$ cat src/sfcr_pkg.sv
// Shared constants of the serial flash continuous read front end.
// Assumes nothing of its surroundings; used by the design files by scope.
package sfcr_pkg;

    // Opcodes of the two continuous array reads.
    localparam logic [7:0] OPC_READ_LEGACY = 8'he8;
    localparam logic [7:0] OPC_READ_FAST = 8'h0b;

    // Frame field lengths in serial clock bits.
    localparam logic [5:0] OPCODE_BITS = 6'h08;
    localparam logic [5:0] ADDR_BITS = 6'h18;
    localparam logic [5:0] DUMMY_BITS_LEGACY = 6'h20;
    localparam logic [5:0] DUMMY_BITS_FAST = 6'h08;

    // Address layout.
    localparam int PAGE_W = 13;
    localparam int OFFSET_W = 10;
    localparam int LOC_W = PAGE_W + OFFSET_W;
    localparam logic [OFFSET_W-1:0] LAST_OFFSET_528 = 10'h20f;
    localparam logic [OFFSET_W-1:0] LAST_OFFSET_512 = 10'h1ff;
    localparam logic [PAGE_W-1:0] FIRST_PAGE = 13'h0000;
    localparam logic [OFFSET_W-1:0] FIRST_OFFSET = 10'h000;

    // Address bit positions within the 24-bit address field.
    localparam int PAGE_LSB_528 = 10;
    localparam int PAGE_LSB_512 = 9;

    // Pin count of the synchroniser bundle.
    localparam int SYNC_W = 5;
    // Reset levels of the bundle: select high, clock high, data low, pin reset low, 512 strap high.
    localparam logic [SYNC_W-1:0] SYNC_RESET = 5'h19;

    // Reset values.
    localparam logic SO_RESET = 1'b0;
    localparam logic SO_OE_N_RESET = 1'b1;

endpackage

$ cat src/sfcr_sync.sv
// Two-flop synchroniser for a bundle of independent level inputs.
// Assumes each bit is a slow level or a clock well below half the system clock.
`timescale 1ns/10ps
`default_nettype none

module sfcr_sync #(
    parameter int WIDTH = 1,
    parameter logic [WIDTH-1:0] RESET_VALUE = '0
) (
    // Clock and reset.
    input wire logic clk_in,
    input wire logic reset_n_in,
    // Levels.
    input wire logic [WIDTH-1:0] async_in,
    output logic [WIDTH-1:0] sync_out
);

    typedef struct packed {
        logic [WIDTH-1:0] stage2;
        logic [WIDTH-1:0] stage1;
    } sfcr_sync_s;

    sfcr_sync_s r;
    sfcr_sync_s next_r;

    // The first stage feeds only the second stage, so a metastable first
    // flop gets a full clock to settle before any logic sees it.
    always_comb
    begin
        next_r.stage1 = async_in;
        next_r.stage2 = r.stage1;
    end

    always_ff @(posedge clk_in or negedge reset_n_in)
    begin
        if (!reset_n_in)
        begin
            r <= '{stage2: RESET_VALUE, stage1: RESET_VALUE};
        end
        else
        begin
            r <= next_r;
        end
    end

    assign sync_out = r.stage2;

endmodule

`default_nettype wire

$ cat src/sfcr_flash_reader.sv
// Serial flash command front end with the two continuous main-array reads.
// Assumes a main-array store on the system clock that presents the byte at
// mem_loc_out on mem_data_in within two system clocks of a change.
`timescale 1ns/10ps
`default_nettype none

// What this block does
// - A frame starts at chip-select fall, then an 8-bit opcode, then the address.
// - With chip select low each serial clock shifts in one opcode or address bit.
// - Opcode, address and data all travel most significant bit first.
// - In 528-byte pages a buffer byte is chosen by a 10-bit buffer address; no buffer command is decoded here.
// - In 528-byte pages a location is a 13-bit page plus 10-bit offset.
// - In 512-byte pages a buffer byte is chosen by a 9-bit buffer address; no buffer command is decoded here.
// - In 512-byte pages address bits 21 to 9 are page, 8 to 0 offset.
// - The serial port works with host clock mode 0 and mode 3.
// - Legacy read is opcode e8, three address bytes, four don't-care bytes.
// - During a continuous read the location counter advances by itself.
// - 528-byte mode takes page from first 13, offset from last 10 of 23 bits.
// - 512-byte mode takes page from first 13, offset from last 9 of 22 bits.
// - After the last legacy don't-care byte each clock shifts data out.
// - At a page end reading continues at the next page start with no gap.
// - After the array's last byte reading wraps to the first page, no gap.
// - Chip select rising ends the read and releases the serial output.
// - Continuous reads fetch from the main array and leave buffers untouched.
// - Fast read is opcode 0b, three address bytes, one dummy byte, both sizes.
// - After the fast read dummy byte each clock shifts data out.
// - The serial output changes only on serial clock falling edges.
// - Reset pin low aborts any operation and holds the sequencer idle.
module sfcr_flash_reader (
    // System clock and reset.
    input wire logic sys_clk_in,
    input wire logic reset_n_in,
    // Serial pins from the host.
    input wire logic cs_n_in,
    input wire logic sck_in,
    input wire logic si_in,
    input wire logic reset_pin_n_in,
    // Page size strap: high selects 512-byte pages.
    input wire logic page_512_in,
    // Serial output pin, enable low while driven.
    output logic so_out,
    output logic so_oe_n_out,
    // Main array read port.
    output logic [sfcr_pkg::LOC_W-1:0] mem_loc_out,
    input wire logic [7:0] mem_data_in,
    // Sequencer status.
    output logic busy_out
);

    typedef enum logic [5:0] {
        ST_IDLE = 6'h01,
        ST_OPCODE = 6'h02,
        ST_ADDR = 6'h04,
        ST_DUMMY = 6'h08,
        ST_DATA = 6'h10,
        ST_IGNORE = 6'h20
    } sfcr_state_e;

    typedef struct packed {
        sfcr_state_e state;
        logic [5:0] bit_cnt;
        logic legacy;
        logic [23:0] in_shift;
        logic [sfcr_pkg::PAGE_W-1:0] page_number;
        logic [sfcr_pkg::OFFSET_W-1:0] page_byte_offset;
        logic [7:0] out_shift;
        logic [2:0] out_cnt;
        logic so;
        logic so_oe_n;
        logic sck_d;
        logic cs_n_d;
        logic busy;
    } sfcr_regs_s;

    localparam sfcr_regs_s REGS_RESET = '{
        state: ST_IDLE,
        bit_cnt: 6'h00,
        legacy: 1'b0,
        in_shift: 24'h000000,
        page_number: sfcr_pkg::FIRST_PAGE,
        page_byte_offset: sfcr_pkg::FIRST_OFFSET,
        out_shift: 8'h00,
        out_cnt: 3'h0,
        so: sfcr_pkg::SO_RESET,
        so_oe_n: sfcr_pkg::SO_OE_N_RESET,
        sck_d: 1'b1,
        cs_n_d: 1'b1,
        busy: 1'b0
    };

    // Next location of a continuous read. The page counter is exactly 13 bits,
    // so stepping past the last page wraps to the first by itself.
    function automatic logic [sfcr_pkg::LOC_W-1:0] next_loc(
        input logic [sfcr_pkg::PAGE_W-1:0] page,
        input logic [sfcr_pkg::OFFSET_W-1:0] offset,
        input logic p512
    );
        logic [sfcr_pkg::OFFSET_W-1:0] last;
        last = p512 ? sfcr_pkg::LAST_OFFSET_512 : sfcr_pkg::LAST_OFFSET_528;
        if (offset == last)
        begin
            next_loc = {page + 13'h0001, sfcr_pkg::FIRST_OFFSET};
        end
        else
        begin
            next_loc = {page, offset + 10'h001};
        end
    endfunction

    // Split of a received 24-bit address into page and offset. A buffer byte
    // address has the offset's width; no buffer command is decoded here.
    function automatic logic [sfcr_pkg::LOC_W-1:0] split_addr(
        input logic [23:0] addr,
        input logic p512
    );
        if (p512)
        begin
            split_addr = {addr[sfcr_pkg::PAGE_LSB_512 +: sfcr_pkg::PAGE_W],
                          1'b0, addr[sfcr_pkg::PAGE_LSB_512-1:0]};
        end
        else
        begin
            split_addr = {addr[sfcr_pkg::PAGE_LSB_528 +: sfcr_pkg::PAGE_W],
                          addr[sfcr_pkg::PAGE_LSB_528-1:0]};
        end
    endfunction

    logic [sfcr_pkg::SYNC_W-1:0] pins_sync;
    logic cs_n_s;
    logic sck_s;
    logic si_s;
    logic reset_pin_n_s;
    logic page_512_s;
    logic sck_rise;
    logic sck_fall;
    logic [5:0] bit_next;
    logic [23:0] shift_next;
    logic [5:0] dummy_last;
    sfcr_regs_s r;
    sfcr_regs_s next_r;

    // Every pin is asynchronous to the system clock, the serial clock included.
    sfcr_sync #(
        .WIDTH(sfcr_pkg::SYNC_W),
        .RESET_VALUE(sfcr_pkg::SYNC_RESET)
    ) u_pin_sync (
        .clk_in(sys_clk_in),
        .reset_n_in(reset_n_in),
        .async_in({cs_n_in, sck_in, si_in, reset_pin_n_in, page_512_in}),
        .sync_out(pins_sync)
    );

    assign {cs_n_s, sck_s, si_s, reset_pin_n_s, page_512_s} = pins_sync;
    assign sck_rise = sck_s & ~r.sck_d;
    assign sck_fall = ~sck_s & r.sck_d;
    assign bit_next = r.bit_cnt + 6'h01;
    assign shift_next = {r.in_shift[22:0], si_s};
    assign dummy_last = (r.legacy ? sfcr_pkg::DUMMY_BITS_LEGACY : sfcr_pkg::DUMMY_BITS_FAST) - 6'h01;

    always_comb
    begin
        next_r = r;
        next_r.sck_d = sck_s;
        next_r.cs_n_d = cs_n_s;
        if (!reset_pin_n_s)
        begin
            next_r.state = ST_IDLE;
            next_r.so_oe_n = sfcr_pkg::SO_OE_N_RESET;
            next_r.bit_cnt = 6'h00;
            next_r.busy = 1'b0;
        end
        else if (cs_n_s)
        begin
            next_r.state = ST_IDLE;
            next_r.so_oe_n = sfcr_pkg::SO_OE_N_RESET;
            next_r.bit_cnt = 6'h00;
            next_r.busy = 1'b0;
        end
        else
        begin
            case (r.state)
                ST_IDLE:
                begin
                    // Only a fresh fall starts a frame; a select held low
                    // through a pin reset is not a command.
                    if (r.cs_n_d)
                    begin
                        next_r.state = ST_OPCODE;
                        next_r.bit_cnt = 6'h00;
                        next_r.busy = 1'b1;
                    end
                end
                ST_OPCODE:
                begin
                    // Only rising edges count, so the leading fall of mode 3
                    // is ignored and modes 0 and 3 frame alike.
                    if (sck_rise)
                    begin
                        next_r.in_shift = shift_next;
                        next_r.bit_cnt = bit_next;
                        if (r.bit_cnt == sfcr_pkg::OPCODE_BITS - 6'h01)
                        begin
                            next_r.bit_cnt = 6'h00;
                            if (shift_next[7:0] == sfcr_pkg::OPC_READ_LEGACY)
                            begin
                                next_r.state = ST_ADDR;
                                next_r.legacy = 1'b1;
                            end
                            else if (shift_next[7:0] == sfcr_pkg::OPC_READ_FAST)
                            begin
                                next_r.state = ST_ADDR;
                                next_r.legacy = 1'b0;
                            end
                            else
                            begin
                                next_r.state = ST_IGNORE;
                            end
                        end
                    end
                end
                ST_ADDR:
                begin
                    if (sck_rise)
                    begin
                        next_r.in_shift = shift_next;
                        next_r.bit_cnt = bit_next;
                        if (r.bit_cnt == sfcr_pkg::ADDR_BITS - 6'h01)
                        begin
                            next_r.bit_cnt = 6'h00;
                            next_r.state = ST_DUMMY;
                            {next_r.page_number, next_r.page_byte_offset} =
                                split_addr(shift_next, page_512_s);
                        end
                    end
                end
                ST_DUMMY:
                begin
                    if (sck_rise)
                    begin
                        next_r.bit_cnt = bit_next;
                        if (r.bit_cnt == dummy_last)
                        begin
                            next_r.state = ST_DATA;
                            next_r.out_cnt = 3'h0;
                        end
                    end
                end
                ST_DATA:
                begin
                    if (sck_fall)
                    begin
                        next_r.so_oe_n = 1'b0;
                        next_r.out_cnt = r.out_cnt + 3'h1;
                        if (r.out_cnt == 3'h0)
                        begin
                            // Straight from the main array; no buffer is touched.
                            next_r.so = mem_data_in[7];
                            next_r.out_shift = {mem_data_in[6:0], 1'b0};
                            {next_r.page_number, next_r.page_byte_offset} =
                                next_loc(r.page_number, r.page_byte_offset, page_512_s);
                        end
                        else
                        begin
                            next_r.so = r.out_shift[7];
                            next_r.out_shift = {r.out_shift[6:0], 1'b0};
                        end
                    end
                end
                ST_IGNORE:
                begin
                    next_r.state = ST_IGNORE;
                end
                default:
                begin
                    next_r.state = ST_IDLE;
                end
            endcase
        end
    end

    always_ff @(posedge sys_clk_in or negedge reset_n_in)
    begin
        if (!reset_n_in)
        begin
            r <= REGS_RESET;
        end
        else
        begin
            r <= next_r;
        end
    end

    // The pin path costs about three system clocks, so the serial clock must
    // stay well below an eighth of the system clock; full-rate reads are out
    // of reach of this sampled design.
    assign so_out = r.so;
    assign so_oe_n_out = r.so_oe_n;
    assign mem_loc_out = {r.page_number, r.page_byte_offset};
    assign busy_out = r.busy;

endmodule

`default_nettype wire

$ cat config.mk
export PLATFORM = sky130hd
export DESIGN_NAME = sfcr_flash_reader
export DESIGN_NICKNAME = d
export VERILOG_FILES = /design/src/sfcr_pkg.sv /design/src/sfcr_sync.sv /design/src/sfcr_flash_reader.sv
export SDC_FILE = /design/constraint.sdc
export NUM_CORES = 1
export LEC_CHECK = 0
export ABC_CLOCK_PERIOD_IN_PS = 4400
export BUFFER_PORTS_ARGS = -buffer_cell sky130_fd_sc_hd__buf_4
export CORE_MARGIN = 5
export CORE_UTILIZATION = 50
export CTS_BUF_LIST = sky130_fd_sc_hd__clkbuf_16
export CTS_CLUSTER_SIZE = 24
export DETAILED_ROUTE_END_ITERATION = 10
export PLACE_DENSITY = 0.78
export SLEW_MARGIN = 20
export SYNTH_ARGS = -nofsm -noshare
export SYNTH_HDL_FRONTEND = slang
export SYNTH_SLANG_ARGS = --single-unit
$ cat constraint.sdc
create_clock -name sys_clk_in -period 4.4 [get_ports sys_clk_in]
set_input_delay 0.44 -clock sys_clk_in [delete_from_list [all_inputs] [get_ports sys_clk_in]]
set_output_delay 0.44 -clock sys_clk_in [all_outputs]
set_load 0.01 [all_outputs]
==> results.yml, run 1 <==
outcome:
  run_status: "finished, final reports clean"
power:
  cell_internal_pwr_mw: 1.29
  seqPwrFrac_pct: 48.5
  pwr-share-clk_pct: 48.0
  p_comb_share_pct: 3.5
  switching_power_uw: 331
  switching_share_pct: 20.5
  powerDensity_mw_per_mm2: 317
  p_leak_nw: 2.28
  ir_drop_mv: 0.157
  power.total_mw: 1.62
placed_design:
  routabilityCongestion: 0.898
  dp_hpwl_mm: 6.86
  place_ws_ns: 1.55
  portBuffers: 40
  dp.cells: 559
  post_dp_cell_area_mm2: 0.00479
route:
  viasPerCell: 6.24
  totalWireLength_mm: 9.99
  first_pass_iters: 4
  vias: 3593
  drtIter0Drc: 301
  drcViolationCount: 0
  wl_per_cell_um: 17.3
  ant_nets: 0
timing:
  tightest_slew_ns: 0.900
  setup_ws_ns: 1.56
  fmax_mhz: 352
  hold_viol_final: 0
  holdWs_ns: 0.154
  maxSlewViolCount: 0
  fin_crit_sh_pct: 64.5
  slew_headroom_pct: 39.9
  setup-violations-final: 0
  period_needed_ns: 2.84
  skew_ns: 0.00801
  rsz0062_at_grt: "false"
  setup_tns_ns: 0
finish:
  diodes: 0
  layout_common_cells: "dfrtp_1, buf_4, nand2_1"
  drive_gt1_share_pct: 22.4
  fin_area_mm2: 0.00511
  nets: 480
  final_common_cell: "dfrtp_1"
  area_growth_pct: 11.3
  utilization_pct: 56.1
  stdcell_count: 576
logic_synthesis:
  yosysSeqAreaShare_pct: 45.5
  synth_cell_types: 67
  postSynthCellCount: 449
  async_reset_ff_share_pct: 100
  ys.warnings.count: 0
  synth_top_family_by_area: "compound AO/OA/AOI/OAI gates"
  synth-edff-count: 0
  synthTopCellsByArea: "dfrtp_1, mux2_2, dfstp_2"
  synth.top_cell.area_share_pct: 39.8
  yosys.area_share.simple_pct: 16.5
  synth.area.mux_share_pct: 10.9
  synth_top_area_cell: "dfrtp_1"
  synth_area_mm2: 0.00459
  synthFlopType: "dfrtp_1"
  syn_nets: 469
  synth_xor_xnor_area_share_pct: 0.191
  synthAdderAreaFrac_pct: 1.36
  synth_seq_cells: 83
  synth-compound-area-share_pct: 18.4
  avgSynthCellArea_um2: 10.2
floorplan:
  die-height_um: 106
  core-area_mm2: 0.00911
  initial_core_util_pct: 50.4
  die_area_mm2: 0.0112
  row_count: 35
  io_pins: 41
  die_x_um: 106
grt:
  grt_max_degree: 84
  antenna_found_initial: 0
  overflow: 0
  track_usage_pct: 18.5
  grt_pass1_wl_mm: 17.0
  grt_pass1_vias: 3508
cts:
  clockRootBuffer: "clkbuf_16"
  clk_pin_slew_ns: 0.06
  cts_buffer_depth: 2
  cts_num_sinks: 83
  cts-hold-fix-buffers: 0
  cts_setup_buffers: 0
  cts_resized: 0
  cts_buffers: 9
  htree_levels: 3
  clk_latency_ns: 0.33
  cts_tree: "yes"
setup_path:
  rrSetupSlack_ns: 1.56
  reg2reg_from: "r[71]"
  rr_endpoint: "mem_loc_out[15]"
  worstRegToRegCells: 5
  cp.required_ns: 4.64
  worstSetupStartpoint: "r[71]"
  arrival_ns: 3.08
  critPathCaptureType: "flip-flop"
  critPathLaunchType: "flip-flop"
  crit_type: "reg2reg"
  cp_max_fo: 13
job:
  drv_cap: 0
worst_hold_path:
  hp-class: "in2async"
==> registers in the layout (all words and copies together) (netlist names) <==
| name | cells |
|---|---|
| busy_out | 1 |
| r | 47 |
| u_pin_sync.next_r | 5 |
| so_out | 1 |
| u_pin_sync.sync_out | 5 |
| mem_loc_out | 23 |
| so_oe_n_out | 1 |
==> cells in the mapped netlist, drive strengths merged (3+ instances only) <==
master	count
dfrtp	73
nand2	38
buf	30
o21ai	26
mux2	25
mux2i	22
inv	17
nand3	16
nor2	16
clkbuf	14
nor3	13
dfstp	10
o22ai	10
a21oi	6
a22o	6
nand2b	6
nor4	6
o221ai	6
o2bb2ai	6
a31oi	5
and3	5
ha	5
nor2b	5
a211oi	4
a21o	4
a221oi	4
a32oi	4
nand3b	4
nand4	4
o211ai	4
o31ai	4
o32a	4
or3	4
or4	4
and2	3
nor3b	3
nor4b	3
o32ai	3
o41ai	3
==> cells by family (layout without fill, tap and decap cells) <==
| group | Yosys count | after routing |
|---|---|---|
| xor+xnor | 1 | 1 |
| flops | 83 | 83 |
| simple gates | 139 | 139 |
| compound gates | 113 | 113 |
| fa+ha+maj | 5 | 5 |
| mux | 47 | 47 |
| buf+inv | 61 | 77 |
==> layout make-up <==
type	count	area, µm²
Fill cell	795	4000
Multi-Input combinational cell	305	2180
Sequential cell	83	2090
Timing Repair Buffer	44	334
Clock buffer	9	225
Tap cell	111	139
Clock inverter	7	82.6
Inverter	17	63.8
==> layer usage <==
layer	routed length, µm	share of wire [%]	track usage, %	vias up
met3	645	6.5	3.43	14
li1	-	-	-	1707
met4	148	1.5	7.49	0
met5	0	0	0	-
met2	4680	47	29.0	152
met1	4520	45	25.3	1720
==> power groups by stage <==
stage	logic (mW)	clock network (mW)	registers, mW
2_1_floorplan	0.0289	0	0.793
3_3_place_gp	0.0563	0	0.797
3_5_place_dp	0.0568	0	0.798
4_1_cts	0.0569	0.795	0.784
5_1_grt	0.0644	0.828	0.785
6_report	0.0565	0.777	0.785
==> critical path, stage by stage, from the launching register on <==
cell      delay [ns]
dfrtp_1         0.45
nor4_1          0.65
nand2_1         0.49
a211oi_2        0.77
a221oi_1        0.18
o22ai_1         0.20
==> how the worst max path moves through the flow <==
stage / to / slack [ns]
2_1_floorplan: mem_loc_out[8] / 2.22
3_3_place_gp: mem_loc_out[11] / 1.64
3_5_place_dp: mem_loc_out[15] / 1.55
4_1_cts: mem_loc_out[15] / 1.52
5_1_grt: mem_loc_out[15] / 1.41
6_report: mem_loc_out[15] / 1.56
Power figures use the tool's default switching activity.
==> run 2: changes to the inputs <==
Settings changed: ABC_CLOCK_PERIOD_IN_PS 4400 to 2710.
Clock period 4.4 ns to 2.71 ns, I/O delays scaled along.
==> run 2 against run 1 <==
Compared with the run above:
- fmax up 15%
- die area unchanged
- clock power up 43%
- worst setup slack worse by 1.3 ns
- clock skew up 0.0036 ns
- via count up 1.3%
- non-clock buffer count up 17
- first-iteration DRC count down 24%
- register-to-register slack worse by 1.3 ns
- sequential share of layout area down 0.79 points
- count of clock-buffer cells in the layout unchanged
==> results.yml, run 2 (synthesis results as in run 1) <==
floorplan:
  die_x_um: 106
  core-area_mm2: 0.00911
  row_count: 35
  die_area_mm2: 0.0112
  die-height_um: 106
  initial_core_util_pct: 50.4
  io_pins: 41
finish:
  fill_cells: 791
  multiInputGateArea_mm2: 0.00218
  largest_register_ffs: 47
  fin_area_mm2: 0.00521
  drive_gt1_share_pct: 24.9
  layout_common_cells: "dfrtp_1, buf_4, nand2_1"
  largest_register: "r"
  final_common_cell: "dfrtp_1"
  area_growth_pct: 13.4
  nets: 497
  regArea_mm2: 0.00209
  diodes: 0
timing:
  maxSlewViolCount: 0
  fin_crit_sh_pct: 90.9
  tightest_slew_ns: 0.551
  slew_headroom_pct: 62.9
  fmax_mhz: 406
  period_needed_ns: 2.46
  setup_tns_ns: 0
  skew_ns: 0.0116
  hold_viol_final: 0
  setup-violations-final: 0
  rsz0062_at_grt: "false"
power:
  p_leak_nw: 2.34
  ir_drop_mv: 0.320
  powerDensity_mw_per_mm2: 477
route:
  ant_nets: 0
  first_pass_iters: 5
  vias: 3638
  totalWireLength_mm: 10.6
  viasPerCell: 6.13
  drtIter0Drc: 228
  wl_per_cell_um: 17.9
  drcViolationCount: 0
placed_design:
  routabilityCongestion: 0.864
  dp_hpwl_mm: 7.55
  post_dp_cell_area_mm2: 0.00493
  portBuffers: 40
grt:
  track_usage_pct: 20.1
  grt_max_degree: 46
  grt_pass1_vias: 3624
  grt_pass1_wl_mm: 18.3
  antenna_found_initial: 0
  overflow: 0
setup_path:
  reg2reg_from: "r[75]"
  critPathLaunchType: "flip-flop"
  critPathCaptureType: "flip-flop"
  cp.required_ns: 2.97
  crit_type: "reg2reg"
  arrival_ns: 2.72
  cp_max_fo: 13
  worstSetupStartpoint: "r[75]"
cts:
  htree_levels: 3
  cts_buffer_depth: 2
  clk_latency_ns: 0.34
  cts_resized: 0
  cts_tree: "yes"
  clk_pin_slew_ns: 0.06
  cts_num_sinks: 83
  cts_buffers: 9
  cts-hold-fix-buffers: 1
  clockRootBuffer: "clkbuf_16"
  cts_setup_buffers: 0
outcome:
  run_status: "finished, final reports clean"
worst_hold_path:
  hp-class: "in2reg"
  hp-start: "cs_n_in"
job:
  drv_cap: 0
-- run 2: cell count changes in the layout (fill, tap and decap cells not counted) --
cell / delta
clkinv_2: -2
buf_6: -1
bufinv_16: -2
inv_1: +1
inv_6: +1
clkinvlp_4: +3
buf_12: +1
clkinv_1: -1
dlygate4sd3_1: +1
buf_4: +16
-- run 2: layer usage --
| metal | vias to the layer above | wire [µm] | global-route usage [%] |
|---|---|---|---|
| li1 | 1735 | - | - |
| met1 | 1789 | 4880 | 28.0 |
| met2 | 103 | 4970 | 31.4 |
| met3 | 11 | 635 | 4.16 |
| met4 | 0 | 143 | 6.75 |
| met5 | - | 0 | 0 |
-- run 2: where the power goes --
| group | leakage (nW) | switching, mW | internal, mW |
|---|---|---|---|
| clock | 0.127 | 0.493 | 0.615 |
| sequential | 1.07 | 0.0108 | 1.26 |
| combinational | 1.14 | 0.0645 | 0.0427 |
-- run 2: worst max-delay path: stages (launching register included) --
cell     delay (ns)
dfrtp_1        0.46
or4_1          0.63
and4b_1        0.34
o21a_1         0.41
o21ai_1        0.30
o22ai_1        0.24
-- run 2: metrics by stage --
stage	cells	total power [mW]	setup slack, ns	util [%]	hold slack (ns)
after CTS	593	2.51	0.298	57.2	0.0324
after detailed placement	576	1.40	0.305	54.1	0.283
final	593	2.48	0.246	57.2	0.0435
after global routing	593	2.58	0.0588	57.2	0.0351
after floorplan	449	1.33	0.534	-	-0.0246
after global placement	576	1.40	0.364	54.1	0.278
-- run 2: area by class of cell --
type,count,area share [%]
repair buffers,61,9.08
clock buffers,9,4.32
multi-input cells,305,41.8
inverters,17,1.22
well taps,111,2.67
flip-flops and latches,83,40.1
clock inverters,7,0.841
-- run 2: worst paths after layout --
kind                                                to  slack [ns]  depth (start not counted)
worst max-delay path                   mem_loc_out[16]        0.25                          5
worst min-delay path              u_pin_sync.next_r[9]        0.04                          1
worst max register to register         mem_loc_out[16]        0.25                          5
worst min register to register  u_pin_sync.sync_out[1]        0.35                          0
max in group asynchronous         u_pin_sync.next_r[5]        1.57                          3
min in group asynchronous                     busy_out        0.45                          2
